File: src/core/gac_pkg.sv
// constants, field layout and operation codes for the general alu datapath
// Functional notes
// - absolute value negates a negative first source, else passes it.
// - set-if-less-or-equal writes 1 or 0; signed and unsigned variants.
// - minimum returns first source if strictly smaller, else second.
// - maximum returns second source if first strictly smaller, else first.
// - extend low 16 or 8 bits to 32, sign or zero variants.
// - signed immediate clip saturates to -2^(imm-1)..2^(imm-1)-1 range, else passes.
// - signed immediate clip with zero immediate uses bounds -1 and 0.
// - unsigned immediate clip floors at zero; upper bound zero if imm zero.
// - signed register clip bounds between -(second+1) and second.
// - immediate add sums sources, shifts right arithmetic or logical.
// - immediate subtract takes first minus second, then shifts right.
// - rounded immediate add adds 2^(imm-1) to the sum before shifting.
// - rounded immediate subtract adds 2^(imm-1) to difference first.
// - zero immediate shift makes the rounding addend zero.
// - register add accumulates first source into destination, then shifts.
// - register subtract takes destination minus first source, then shifts.
// - rounded register add adds 2^(shift-1) before shifting.
// - rounded register subtract adds rounding constant before shifting.
// - zero register shift amount makes the rounding addend zero.
// - register forms: opcode 0101011, funct3 011, funct7 selects op.
// - immediate shift forms: opcode 1011011, funct3 010 add, 011 sub.
package gac_pkg;

  // ---------------------------------------------------------------
  // instruction field positions
  // ---------------------------------------------------------------
  localparam int OPC_LSB = 0;
  localparam int RD_LSB = 7;
  localparam int F3_LSB = 12;
  localparam int RS1_LSB = 15;
  localparam int RS2_LSB = 20;
  localparam int F7_LSB = 25;
  localparam int IS3_LSB = 25;
  localparam int F2_RND_POS = 31;
  localparam int F2_UNS_POS = 30;
  localparam int ACC_SUB_POS = 2;
  localparam int ACC_RND_POS = 1;
  localparam int ACC_UNS_POS = 0;

  // ---------------------------------------------------------------
  // major opcodes, funct3 and funct7 codes
  // ---------------------------------------------------------------
  localparam logic [6:0] OPC_REG = 7'h2B;
  localparam logic [6:0] OPC_IMM = 7'h5B;
  localparam logic [2:0] F3_REG = 3'h3;
  localparam logic [2:0] F3_ADD = 3'h2;
  localparam logic [2:0] F3_SUB = 3'h3;
  localparam logic [6:0] F7_ABSV = 7'h28;
  localparam logic [6:0] F7_SLE_S = 7'h29;
  localparam logic [6:0] F7_SLE_U = 7'h2A;
  localparam logic [6:0] F7_MIN_S = 7'h2B;
  localparam logic [6:0] F7_MIN_U = 7'h2C;
  localparam logic [6:0] F7_MAX_S = 7'h2D;
  localparam logic [6:0] F7_MAX_U = 7'h2E;
  localparam logic [6:0] F7_SEXT_H = 7'h30;
  localparam logic [6:0] F7_ZEXT_H = 7'h31;
  localparam logic [6:0] F7_SEXT_B = 7'h32;
  localparam logic [6:0] F7_ZEXT_B = 7'h33;
  localparam logic [6:0] F7_SAT_SI = 7'h38;
  localparam logic [6:0] F7_SAT_UI = 7'h39;
  localparam logic [6:0] F7_SAT_SR = 7'h3A;
  localparam logic [6:0] F7_SAT_UR = 7'h3B;
  localparam logic [3:0] F7_ACC_TOP = 4'h8;
  localparam logic [4:0] RS2_NONE = 5'h00;

  // ---------------------------------------------------------------
  // reset values
  // ---------------------------------------------------------------
  localparam logic [31:0] RESULT_RST = 32'h0000_0000;
  localparam logic [4:0] RD_RST = 5'h00;

  typedef enum logic [4:0] {
    OP_NONE, OP_ABSV, OP_SLE_S, OP_SLE_U, OP_MIN_S, OP_MIN_U,
    OP_MAX_S, OP_MAX_U, OP_SEXT_H, OP_ZEXT_H, OP_SEXT_B, OP_ZEXT_B,
    OP_SAT_SI, OP_SAT_UI, OP_SAT_SR, OP_SAT_UR, OP_NORM
  } gac_op_t;

endpackage

File: src/core/gac_dec_if.sv
// decoded operation fields passed from the decoder to the datapath
`timescale 1ns/1ps
interface gac_dec_if;
  gac_pkg::gac_op_t op;
  logic hit;
  logic rs2_bad;
  logic norm_sub;
  logic norm_rnd;
  logic norm_uns;
  logic norm_acc;
  logic [4:0] shamt_imm;
  logic [4:0] clip_imm;
  logic [4:0] rd;

  modport dec (
    output op, hit, rs2_bad, norm_sub, norm_rnd, norm_uns, norm_acc,
    output shamt_imm, clip_imm, rd
  );
  modport exe (
    input op, hit, rs2_bad, norm_sub, norm_rnd, norm_uns, norm_acc,
    input shamt_imm, clip_imm, rd
  );
endinterface

File: src/core/gac_decode.sv
// instruction decoder for the general alu operations
`timescale 1ns/1ps
module gac_decode (
  input wire logic [31:0] instr_i,
  gac_dec_if.dec dec
);
  logic [6:0] opc;
  logic [2:0] f3;
  logic [6:0] f7;
  logic [4:0] rs2;
  logic single;

  assign opc = instr_i[gac_pkg::OPC_LSB +: 7];
  assign f3 = instr_i[gac_pkg::F3_LSB +: 3];
  assign f7 = instr_i[gac_pkg::F7_LSB +: 7];
  assign rs2 = instr_i[gac_pkg::RS2_LSB +: 5];
  assign dec.rd = instr_i[gac_pkg::RD_LSB +: 5];
  assign dec.clip_imm = rs2;
  assign dec.shamt_imm = instr_i[gac_pkg::IS3_LSB +: 5];
  assign dec.hit = (dec.op != gac_pkg::OP_NONE);
  assign dec.rs2_bad = single && (rs2 != gac_pkg::RS2_NONE);

  always_comb begin
    dec.op = gac_pkg::OP_NONE;
    dec.norm_sub = 1'b0;
    dec.norm_rnd = 1'b0;
    dec.norm_uns = 1'b0;
    dec.norm_acc = 1'b0;
    single = 1'b0;
    if (opc == gac_pkg::OPC_REG && f3 == gac_pkg::F3_REG) begin
      unique case (f7)
        gac_pkg::F7_ABSV: begin
          dec.op = gac_pkg::OP_ABSV;
          single = 1'b1;
        end
        gac_pkg::F7_SLE_S: dec.op = gac_pkg::OP_SLE_S;
        gac_pkg::F7_SLE_U: dec.op = gac_pkg::OP_SLE_U;
        gac_pkg::F7_MIN_S: dec.op = gac_pkg::OP_MIN_S;
        gac_pkg::F7_MIN_U: dec.op = gac_pkg::OP_MIN_U;
        gac_pkg::F7_MAX_S: dec.op = gac_pkg::OP_MAX_S;
        gac_pkg::F7_MAX_U: dec.op = gac_pkg::OP_MAX_U;
        gac_pkg::F7_SEXT_H: begin
          dec.op = gac_pkg::OP_SEXT_H;
          single = 1'b1;
        end
        gac_pkg::F7_ZEXT_H: begin
          dec.op = gac_pkg::OP_ZEXT_H;
          single = 1'b1;
        end
        gac_pkg::F7_SEXT_B: begin
          dec.op = gac_pkg::OP_SEXT_B;
          single = 1'b1;
        end
        gac_pkg::F7_ZEXT_B: begin
          dec.op = gac_pkg::OP_ZEXT_B;
          single = 1'b1;
        end
        gac_pkg::F7_SAT_SI: dec.op = gac_pkg::OP_SAT_SI;
        gac_pkg::F7_SAT_UI: dec.op = gac_pkg::OP_SAT_UI;
        gac_pkg::F7_SAT_SR: dec.op = gac_pkg::OP_SAT_SR;
        gac_pkg::F7_SAT_UR: dec.op = gac_pkg::OP_SAT_UR;
        default: begin
          // low three funct7 bits pick sub, round and unsigned
          if (f7[6:3] == gac_pkg::F7_ACC_TOP) begin
            dec.op = gac_pkg::OP_NORM;
            dec.norm_acc = 1'b1;
            dec.norm_sub = f7[gac_pkg::ACC_SUB_POS];
            dec.norm_rnd = f7[gac_pkg::ACC_RND_POS];
            dec.norm_uns = f7[gac_pkg::ACC_UNS_POS];
          end
        end
      endcase
    end else if (opc == gac_pkg::OPC_IMM &&
                 (f3 == gac_pkg::F3_ADD || f3 == gac_pkg::F3_SUB)) begin
      dec.op = gac_pkg::OP_NORM;
      dec.norm_sub = (f3 == gac_pkg::F3_SUB);
      dec.norm_rnd = instr_i[gac_pkg::F2_RND_POS];
      dec.norm_uns = instr_i[gac_pkg::F2_UNS_POS];
    end
  end
endmodule

File: src/core/gac_norm_shift.sv
// add or subtract with rounding and normalising right shift
`timescale 1ns/1ps
module gac_norm_shift #(
  parameter int WIDTH = 32
) (
  gac_dec_if.exe ctl,
  input wire logic [WIDTH-1:0] src_a_i,
  input wire logic [WIDTH-1:0] src_b_i,
  input wire logic [WIDTH-1:0] src_d_i,
  output logic [WIDTH-1:0] norm_o
);
  initial begin
    if (WIDTH != 32) $error("gac_norm_shift serves 32-bit data only");
  end

  logic [WIDTH-1:0] base;
  logic [WIDTH-1:0] other;
  logic [WIDTH-1:0] sum;
  logic [WIDTH-1:0] addend;
  logic [WIDTH-1:0] pre;
  logic [4:0] amt;

  // accumulating forms use the destination as the left operand
  assign base = ctl.norm_acc ? src_d_i : src_a_i;
  assign other = ctl.norm_acc ? src_a_i : src_b_i;
  assign amt = ctl.norm_acc ? src_b_i[4:0] : ctl.shamt_imm;
  assign sum = ctl.norm_sub ? base - other : base + other;

  always_comb begin
    addend = '0;
    if (ctl.norm_rnd && amt != 5'h00) begin
      addend = WIDTH'(1) << (amt - 5'h01);
    end
  end

  assign pre = sum + addend;

  always_comb begin
    if (ctl.norm_uns) begin
      norm_o = pre >> amt;
    end else begin
      norm_o = WIDTH'($signed(pre) >>> amt);
    end
  end
endmodule

File: src/core/gac_alu.sv
// general alu datapath: compare, extend, clip and normalising add/sub
`timescale 1ns/1ps
module gac_alu #(
  parameter int WIDTH = 32
) (
  input wire logic sys_clk_i,
  input wire logic reset_i,
  input wire logic issue_valid_i,
  input wire logic [31:0] instr_i,
  input wire logic [WIDTH-1:0] src_a_i,
  input wire logic [WIDTH-1:0] src_b_i,
  input wire logic [WIDTH-1:0] src_d_i,
  output logic wb_valid_o,
  output logic wb_we_o,
  output logic [4:0] wb_rd_o,
  output logic [WIDTH-1:0] wb_data_o,
  output logic illegal_o
);

  // ---------------------------------------------------------------
  // elaboration checks
  // ---------------------------------------------------------------
  initial begin
    if (WIDTH != 32) begin
      $error("gac_alu serves 32-bit data only");
    end
  end

  // ---------------------------------------------------------------
  // helper functions
  // ---------------------------------------------------------------

  // strict less-than, signed or unsigned
  function automatic logic less_than(
    input logic [WIDTH-1:0] x,
    input logic [WIDTH-1:0] y,
    input logic uns
  );
    logic res;
    res = 1'b0;
    if (uns) begin
      res = (x < y);
    end else begin
      res = ($signed(x) < $signed(y));
    end
    return res;
  endfunction

  // widen the low bits of a value by sign or zero
  function automatic logic [WIDTH-1:0] widen(
    input logic [WIDTH-1:0] x,
    input logic half,
    input logic sgn
  );
    logic [WIDTH-1:0] res;
    res = '0;
    if (half) begin
      res = {{(WIDTH-16){sgn & x[15]}}, x[15:0]};
    end else begin
      res = {{(WIDTH-8){sgn & x[7]}}, x[7:0]};
    end
    return res;
  endfunction

  // saturate x into [lo, hi]; a value at a bound takes the bound
  function automatic logic [WIDTH-1:0] saturate(
    input logic [WIDTH-1:0] x,
    input logic [WIDTH-1:0] lo,
    input logic [WIDTH-1:0] hi
  );
    logic [WIDTH-1:0] res;
    res = x;
    if ($signed(x) <= $signed(lo)) begin
      res = lo;
    end else if ($signed(x) >= $signed(hi)) begin
      res = hi;
    end
    return res;
  endfunction

  // upper clip bound 2^(imm-1)-1, zero for a zero immediate
  function automatic logic [WIDTH-1:0] clip_high(
    input logic [4:0] imm
  );
    logic [WIDTH-1:0] res;
    res = '0;
    if (imm != 5'h00) begin
      res = (WIDTH'(1) << (imm - 5'h01)) - WIDTH'(1);
    end
    return res;
  endfunction

  // ---------------------------------------------------------------
  // decode and normalising unit
  // ---------------------------------------------------------------
  gac_dec_if dec_bus ();

  gac_decode u_decode (
    .instr_i(instr_i),
    .dec(dec_bus)
  );

  logic [WIDTH-1:0] norm_res;

  gac_norm_shift #(
    .WIDTH(WIDTH)
  ) u_norm (
    .ctl(dec_bus),
    .src_a_i(src_a_i),
    .src_b_i(src_b_i),
    .src_d_i(src_d_i),
    .norm_o(norm_res)
  );

  // ---------------------------------------------------------------
  // comparisons
  // ---------------------------------------------------------------
  logic lt_s;
  logic lt_u;
  logic a_neg;
  logic a_le_zero;

  assign lt_s = less_than(src_a_i, src_b_i, 1'b0);
  assign lt_u = less_than(src_a_i, src_b_i, 1'b1);
  assign a_neg = src_a_i[WIDTH-1];
  assign a_le_zero = a_neg || (src_a_i == '0);

  // ---------------------------------------------------------------
  // clip bounds
  // ---------------------------------------------------------------
  logic [WIDTH-1:0] imm_high;
  logic [WIDTH-1:0] imm_low;
  logic [WIDTH-1:0] reg_low;

  assign imm_high = clip_high(dec_bus.clip_imm);
  // -2^(imm-1) equals ~(2^(imm-1)-1); zero immediate gives -1
  assign imm_low = ~imm_high;
  // -(b+1) is the one's complement of b, no adder needed
  assign reg_low = ~src_b_i;

  // ---------------------------------------------------------------
  // result selection
  // ---------------------------------------------------------------
  logic [WIDTH-1:0] next_result;

  always_comb begin
    next_result = '0;
    unique case (dec_bus.op)
      gac_pkg::OP_ABSV: begin
        next_result = a_neg ? WIDTH'(0) - src_a_i : src_a_i;
      end
      gac_pkg::OP_SLE_S: begin
        next_result = WIDTH'(!less_than(src_b_i, src_a_i, 1'b0));
      end
      gac_pkg::OP_SLE_U: begin
        next_result = WIDTH'(!less_than(src_b_i, src_a_i, 1'b1));
      end
      gac_pkg::OP_MIN_S: begin
        next_result = lt_s ? src_a_i : src_b_i;
      end
      gac_pkg::OP_MIN_U: begin
        next_result = lt_u ? src_a_i : src_b_i;
      end
      gac_pkg::OP_MAX_S: begin
        next_result = lt_s ? src_b_i : src_a_i;
      end
      gac_pkg::OP_MAX_U: begin
        next_result = lt_u ? src_b_i : src_a_i;
      end
      gac_pkg::OP_SEXT_H: begin
        next_result = widen(src_a_i, 1'b1, 1'b1);
      end
      gac_pkg::OP_ZEXT_H: begin
        next_result = widen(src_a_i, 1'b1, 1'b0);
      end
      gac_pkg::OP_SEXT_B: begin
        next_result = widen(src_a_i, 1'b0, 1'b1);
      end
      gac_pkg::OP_ZEXT_B: begin
        next_result = widen(src_a_i, 1'b0, 1'b0);
      end
      gac_pkg::OP_SAT_SI: begin
        next_result = saturate(src_a_i, imm_low, imm_high);
      end
      gac_pkg::OP_SAT_UI: begin
        // zero floor wins even when the upper bound is also zero
        next_result = saturate(src_a_i, '0, imm_high);
      end
      gac_pkg::OP_SAT_SR: begin
        next_result = saturate(src_a_i, reg_low, src_b_i);
      end
      gac_pkg::OP_SAT_UR: begin
        if (a_le_zero) begin
          next_result = '0;
        end else if (!lt_s) begin
          next_result = src_b_i;
        end else begin
          next_result = src_a_i;
        end
      end
      gac_pkg::OP_NORM: begin
        next_result = norm_res;
      end
      gac_pkg::OP_NONE: begin
        next_result = '0;
      end
      default: begin
        next_result = '0;
      end
    endcase
  end

  // ---------------------------------------------------------------
  // issue qualification
  // ---------------------------------------------------------------
  logic accept;
  logic reject;

  // single-source forms with a non-zero second source field refused
  assign accept = issue_valid_i && dec_bus.hit && !dec_bus.rs2_bad;
  assign reject = issue_valid_i && dec_bus.hit && dec_bus.rs2_bad;

  // ---------------------------------------------------------------
  // writeback registers
  // ---------------------------------------------------------------
  // one result per accepted issue, never a stall
  always_ff @(posedge sys_clk_i) begin
    if (reset_i) begin
      wb_valid_o <= 1'b0;
    end else begin
      wb_valid_o <= accept;
    end
  end

  // register zero is never written
  always_ff @(posedge sys_clk_i) begin
    if (reset_i) begin
      wb_we_o <= 1'b0;
    end else begin
      wb_we_o <= accept && (dec_bus.rd != 5'h00);
    end
  end

  always_ff @(posedge sys_clk_i) begin
    if (reset_i) begin
      wb_rd_o <= gac_pkg::RD_RST;
    end else if (accept) begin
      wb_rd_o <= dec_bus.rd;
    end
  end

  // data holds its last value between issues
  always_ff @(posedge sys_clk_i) begin
    if (reset_i) begin
      wb_data_o <= gac_pkg::RESULT_RST;
    end else if (accept) begin
      wb_data_o <= next_result;
    end
  end

  always_ff @(posedge sys_clk_i) begin
    if (reset_i) begin
      illegal_o <= 1'b0;
    end else begin
      illegal_o <= reject;
    end
  end

endmodule

File: config.mk
export PLATFORM = sky130hd
export DESIGN_NAME = gac_alu
export DESIGN_NICKNAME = d
export VERILOG_FILES = /design/src/core/gac_pkg.sv /design/src/core/gac_dec_if.sv /design/src/core/gac_decode.sv /design/src/core/gac_norm_shift.sv /design/src/core/gac_alu.sv
export SDC_FILE = /design/constraint.sdc
export NUM_CORES = 1
export LEC_CHECK = 0
export ABC_AREA = 1
export BUFFER_PORTS_ARGS = -buffer_cell sky130_fd_sc_hd__clkbuf_2
export CORE_MARGIN = 2
export CORE_UTILIZATION = 50
export CTS_CLUSTER_SIZE = 40
export DETAILED_ROUTE_END_ITERATION = 8
export GPL_TIMING_DRIVEN = 0
export PLACE_DENSITY = 0.74
export SYNTH_ARGS = -nofsm -noshare
export SYNTH_HDL_FRONTEND = slang
export SYNTH_SLANG_ARGS = --single-unit
File: constraint.sdc
create_clock -name sys_clk_i -period 7.5 [get_ports sys_clk_i]
set_clock_uncertainty 0.1 [all_clocks]
set_input_delay 1.125 -clock sys_clk_i [delete_from_list [all_inputs] [get_ports sys_clk_i]]
set_output_delay 1.125 -clock sys_clk_i [all_outputs]
set_load 0.005 [all_outputs]
==> flow_summary.json, run 1 <==
{
  "clockPowerShare": 0.118,
  "seq_area_frac_synth": 0.0468,
  "hp-class": "register to register",
  "dieArea_um2": 35700,
  "ys_ff_latch": 40,
  "leakage_uw": 0.0102,
  "seq_power_share": 0.105,
  "period_needed_ns": 8.54,
  "tns_ns": -26.55,
  "numCtsBuffers": 5,
  "grt_pass1_wl_um": 130000,
  "slew_headroom": 0.278,
  "status": "complete, but fails checks",
  "drt-total-wl_um": 92100,
  "postCtsHoldBufs": 0,
  "critical_path_class": "input pin to register",
  "clock-sinks": 40,
  "synth.cell_area_um2": 17100,
  "drive_above_1_share": 0.179,
  "syn_to_final_growth_pct": 22.2,
  "sw_frac_of_total": 0.576,
  "rows": 67,
  "crit_fanout": 4,
  "cts.htree.levels": 2,
  "reg2reg_slack_ns": 6.74,
  "cts-root-buf": "clkbuf_16",
  "core_um2": 33600,
  "synth-edff-count": 0,
  "design_area_um2": 20900,
  "clock_latency_ns": 0.28,
  "synth_cell_types": 65,
  "vias": 24705,
  "max_freq_mhz": 117,
  "drc": 0,
  "layout_common_cells": "nand2_1 (745), inv_1 (338), nor2_1 (316)",
  "synth_nets": 3475,
  "cp-start-kind": "input pin",
  "grt-ovfl-total": 0,
  "drt_iter0_markers": 3711,
  "grt_pass1_vias": 22352,
  "nets": 3738,
  "yosys_warnings": 0,
  "crit_slowest_cell": "nor2_1",
  "tightest_slew_ns": 1.08,
  "arrival_ns": 8.58,
  "dr.pass1.iters": 9,
  "fp.dieH_um": 189,
  "final_common_cell": "nand2_1",
  "synth_area_per_cell_um2": 5.49,
  "initial_core_util": 0.509,
  "p_comb_frac": 0.776,
  "pin_count": 171,
  "clk_pin_slew_ns": 0.05,
  "finalCritPeriodShare": 1.14,
  "antenna_left": 0,
  "grt_use_total": 0.468,
  "required_ns": 7.54,
  "ctsLongestPathBuffers": 2,
  "slew_violations": 0,
  "critPathCaptureType": "register",
  "synth_ff_type": "dfxtp_1",
  "dpl.hpwl_um": 71200,
  "cts_tree": "yes",
  "grt_max_degree": 13,
  "final_core_util": 0.622,
  "placed_area_um2": 18500,
  "gp_congestion": 1.09,
  "violations": "negative setup slack",
  "hold_violations": 0,
  "setup_slack_ns": -1.04,
  "async_flop_share": 0,
  "port_buffers": 164,
  "viasPerCell": 6.45,
  "cpPeakStageDelay_ns": 0.75,
  "cell_internal_pwr_uw": 856,
  "maxCapViolCount": 0,
  "wl_per_cell_um": 24.1,
  "fillers": 3129,
  "netlist_instances": 3115,
  "setup_violations": 32,
  "dp_slack_ns": -2.78,
  "ir_drop_uv": 142,
  "switchingPower_uw": 1160,
  "rsz0062_at_grt": "yes",
  "dieWidth_um": 189,
  "grt_antenna_before_repair": 5,
  "power_density_nw_per_um2": 96.5
}
==> stage by stage <==
step | power, uW | instances | hold WS (ns)
after global placement | 1420 | 3727 | 0.351
after global routing | 2120 | 3828 | 0.389
after detailed placement | 1440 | 3727 | 0.358
after floorplan | 1030 | 3115 | 0.357
final | 2020 | 3828 | 0.365
after CTS | 1790 | 3801 | 0.367
==> layer usage <==
metal,up-vias,part of all wire,GRT usage
li1,10981,-,-
met1,11174,0.37,0.605
met2,2029,0.40,0.718
met3,515,0.15,0.102
met4,6,0.079,0.263
met5,-,0.00047,0
==> cell families after synthesis <==
logic type	count (synthesis)	synth area share
other	2	0.000439
buffers and inverters	483	0.110
and+or+nand+nor	1572	0.393
muxes	5	0.00293
AOI/OAI and AO/OA	692	0.232
xor gates and xnor gates	92	0.0471
DFF	40	0.0468
adders and majority gates	229	0.168
==> cells in the mapped netlist, types with 4 or more instances <==
library cell,number,area (um2)
a21oi_1,280,1400
nand3_2,8,80.1
clkinv_1,11,41.3
buf_4,4,30.0
o221ai_1,21,184
nor2_2,10,62.6
ha_1,227,2840
o22ai_1,21,131
xnor2_1,27,236
a21o_1,5,37.5
inv_1,352,1320
clkbuf_1,76,285
o31ai_1,8,60.1
and2_1,4,25.0
buf_6,4,45.0
o311ai_0,5,43.8
or2_2,11,68.8
buf_2,14,70.1
o21bai_1,11,82.6
dfxtp_1,40,801
nand3_1,204,1020
nand4_1,65,407
nor4_1,21,131
nand2_2,10,62.6
a221oi_1,5,43.8
nand2_1,809,3040
o21ai_0,210,1050
nor2_1,335,1260
xor2_1,65,569
o21a_1,8,60.1
a211oi_1,4,30.0
o211ai_1,48,360
nand3b_1,9,67.6
buf_1,5,18.8
o2111ai_1,10,87.6
o21ai_1,14,70.1
nor3_1,75,375
a31oi_1,21,131
inv_2,17,63.8
mux2i_1,5,50.1
==> state kept, by name, indices dropped and copies added, names as in the netlist <==
register    cells
wb_we_o         1
illegal_o       1
wb_rd_o         5
wb_valid_o      1
wb_data_o      32
==> power groups by stage <==
stage	clock (uW)	combinational, uW	sequential [uW]
floorplan	0	813	217
global placement	0	1200	217
detailed placement	0	1230	217
CTS	237	1340	213
global route	247	1660	212
finish	239	1570	212
==> worst max-delay path, delay by kind of cell <==
kind,cells,cell delay (ns)
adder cells (fa/ha/maj),3,0.91
AO/OA/AOI/OAI,7,1.29
XOR/XNOR,2,0.47
AND/OR/NAND/NOR,25,3.95
buffers and inverters,9,0.78
==> area by class of cell <==
| cell class | count | area [um2] | area share |
|---|---|---|---|
| flip-flops and latches | 40 | 801 | 0.0383 |
| inverters | 380 | 1450 | 0.0696 |
| clock inverters | 2 | 35.0 | 0.00168 |
| repair buffers | 256 | 1620 | 0.0773 |
| multi-input cells | 2592 | 15800 | 0.756 |
| clock buffers | 6 | 129 | 0.00617 |
| well taps | 448 | 561 | 0.0268 |
| diodes | 1 | 2.50 | 0.000120 |
| plain buffers | 103 | 507 | 0.0242 |
==> repair_timing <==
| item | in CTS | in global routing |
|---|---|---|
| pin swaps | 94 | 106 |
| endpoints found under the setup margin | 32 | 32 |
| setup buffers | 66 | 26 |
| gates cloned | 0 | 0 |
| gates resized for setup | 183 | 197 |
==> final timing paths <==
kind | startpoint | cells after the start | endpoint
worst max-delay path | instr_i[30] | 46 | wb_data_o[30]
worst min-delay path | wb_data_o[27] | 2 | wb_data_o[27]
worst max register to register | wb_rd_o[1] | 2 | wb_rd_o[1]
worst min register to register | wb_data_o[27] | 2 | wb_data_o[27]
Power figures use the tool's default switching activity.
==> run 2, diff against run 1 <==
- CELL_PAD_IN_SITES_DETAIL_PLACEMENT: unset -> 2
- CELL_PAD_IN_SITES_GLOBAL_PLACEMENT: unset -> 2
- CORE_ASPECT_RATIO: unset -> 2
- CORE_UTILIZATION: 50 -> 29
- PLACE_DENSITY: 0.74 -> 0.82
==> flow_summary.json, run 2 (synthesis gave the netlist of run 1 again) <==
{
  "status": "complete, but fails checks",
  "violations": "negative setup slack",
  "ir_drop_uv": 234,
  "wl_per_cell_um": 31.7,
  "hp-class": "register to register",
  "sw_frac_of_total": 0.600,
  "regMostFlops": "wb_data_o",
  "rr_worst_depth": 2,
  "critical_path_class": "input pin to register",
  "crit_top_cell": "nand2_2",
  "critical_path.top_delay_family": "simple AND/OR/NAND/NOR gates",
  "setup_slack_ns": -1.27,
  "grt_use_total": 0.346,
  "gp_congestion": 1.03,
  "port_buffers": 164,
  "cts_tree": "yes",
  "r2r_start": "wb_data_o[16]",
  "whs_path_depth": 2,
  "drive_above_1_share": 0.222,
  "cp.buffers_inverters": 8,
  "core_um2": 58600,
  "drc": 0,
  "layout_common_cells": "nand2_1 (696), inv_1 (335), nor2_1 (299)",
  "tightest_slew_ns": 0.989,
  "setup_violations": 32,
  "drt_iter0_markers": 2563,
  "cp-start-kind": "input pin",
  "clk_pin_slew_ns": 0.06,
  "grt_antenna_before_repair": 5,
  "dr.pass1.iters": 6,
  "required_ns": 7.63,
  "arrival_ns": 8.89,
  "dpl.hpwl_um": 86200,
  "hold_path_startpoint": "wb_rd_o[4]",
  "timing.hold.ws_ns": 0.370,
  "seqCellArea_um2": 801,
  "grt-ovfl-total": 0,
  "reg_top3": "wb_data_o x32, wb_rd_o x5",
  "maxCapViolCount": 0,
  "r2r_end": "wb_data_o[16]",
  "design_area_um2": 22100,
  "hold_violations": 0,
  "slew_violations": 0,
  "crit_slowest_cell": "a21oi_1",
  "p_comb_frac": 0.782,
  "grt_pass1_vias": 26568,
  "rsz0062_at_grt": "yes",
  "grt_pass1_wl_um": 162000,
  "dieWidth_um": 176,
  "initial_core_util": 0.292,
  "finalCritPeriodShare": 1.17,
  "postCtsHoldBufs": 0,
  "reg2reg_slack_ns": 6.63,
  "leakage_uw": 0.0105,
  "seq_power_share": 0.096,
  "grt_max_degree": 13,
  "cell_internal_pwr_uw": 881,
  "clockPowerShare": 0.121,
  "dieArea_um2": 61100,
  "pin_count": 171,
  "antenna_left": 0,
  "period_needed_ns": 8.77,
  "syn_to_final_growth_pct": 28.9,
  "max_freq_mhz": 114,
  "slew_headroom": 0.339,
  "cts.htree.levels": 2,
  "numCtsBuffers": 5,
  "fp.dieH_um": 348,
  "clock-sinks": 40,
  "switchingPower_uw": 1320,
  "power_density_nw_per_um2": 99.9,
  "dp_slack_ns": -3.06,
  "place_inst": 4047,
  "vias": 26664,
  "drt-total-wl_um": 132000,
  "ctsLongestPathBuffers": 2,
  "finalNonFillerCells": 4168,
  "final_common_cell": "nand2_1",
  "crit_fanout": 5,
  "multi_input_area_um2": 16400,
  "clock_latency_ns": 0.30,
  "nets": 3756,
  "crit_cells": 45,
  "placed_area_um2": 18900,
  "cpPeakStageDelay_ns": 0.56,
  "cts-root-buf": "clkbuf_16",
  "rows": 126,
  "critPathCaptureType": "register",
  "fillers": 7316,
  "hold_path_end": "wb_rd_o[4]",
  "viasPerCell": 6.40,
  "largest_register_ffs": 32
}
## run 2: cell types whose count changed in the layout (fill, tap and decap cells not counted), moves of 10 or more
cell,delta
nand2_1,-49
nand2_2,+29
a21oi_1,-19
a21oi_2,+18
nand2_4,+17
nor2_1,-17
nand3_1,-14
buf_4,+13
buf_6,+10
## run 2: layout make-up
type,instances,area share
clock buffer,7,0.00692
antenna,3,0.000340
clock inverter,1,0.00136
buffer,102,0.0242
inverter,380,0.0669
sequential,40,0.0363
timing repair buffer,275,0.0790
tap,768,0.0436
multi-input combinational,2592,0.741
## run 2: worst min-delay path, stage by stage (launching register included)
cell and delay [ns]:
dfxtp_1 0.31, nand2_1 0.06, a21oi_1 0.05
## run 2: power by group through the flow
stage	sequential [uW]	clock (uW)	combinational (uW)
global placement	217	0	1230
finish	212	268	1720
floorplan	217	0	813
CTS	212	264	1380
detailed placement	217	0	1280
global route	212	272	1800
## run 2: per-layer routing
layer  share of wire  track usage  wire, um  vias to the layer above
li1                -            -         -                    11028
met1            0.35        0.406     46100                    13048
met2            0.45        0.595     59500                     1758
met3           0.092       0.0434     12200                      828
met4            0.11        0.212     14500                        2
met5        0.000068            0         9                        -
## run 2: how the worst max path moves through the flow
stage / from / slack, ns / endpoint
5_1_grt: instr_i[2] / -1.46 / wb_data_o[27]
4_1_cts: instr_i[6] / -0.22 / wb_data_o[19]
3_3_place_gp: instr_i[2] / -2.68 / wb_data_o[30]
3_5_place_dp: instr_i[1] / -3.06 / wb_data_o[30]
6_report: instr_i[4] / -1.27 / wb_data_o[19]
2_1_floorplan: instr_i[14] / 0.27 / wb_data_o[11]
## run 2: per-stage QoR
| step | util | setup TNS [ns] | total power, uW |
|---|---|---|---|
| after detailed placement | 0.322 | -66.05 | 1500 |
| after global routing | 0.376 | -39.94 | 2290 |
| after global placement | 0.322 | -52.94 | 1450 |
| after floorplan | - | 0 | 1030 |
| final | 0.376 | -34.17 | 2200 |
| after CTS | 0.349 | -1.33 | 1860 |
## run 2: repair_timing
item / 4_1_cts / 5_1_grt
gates resized for setup: 247 / 328
pin swaps: 101 / 140
setup buffers: 61 / 50
endpoints found under the setup margin: 32 / 32
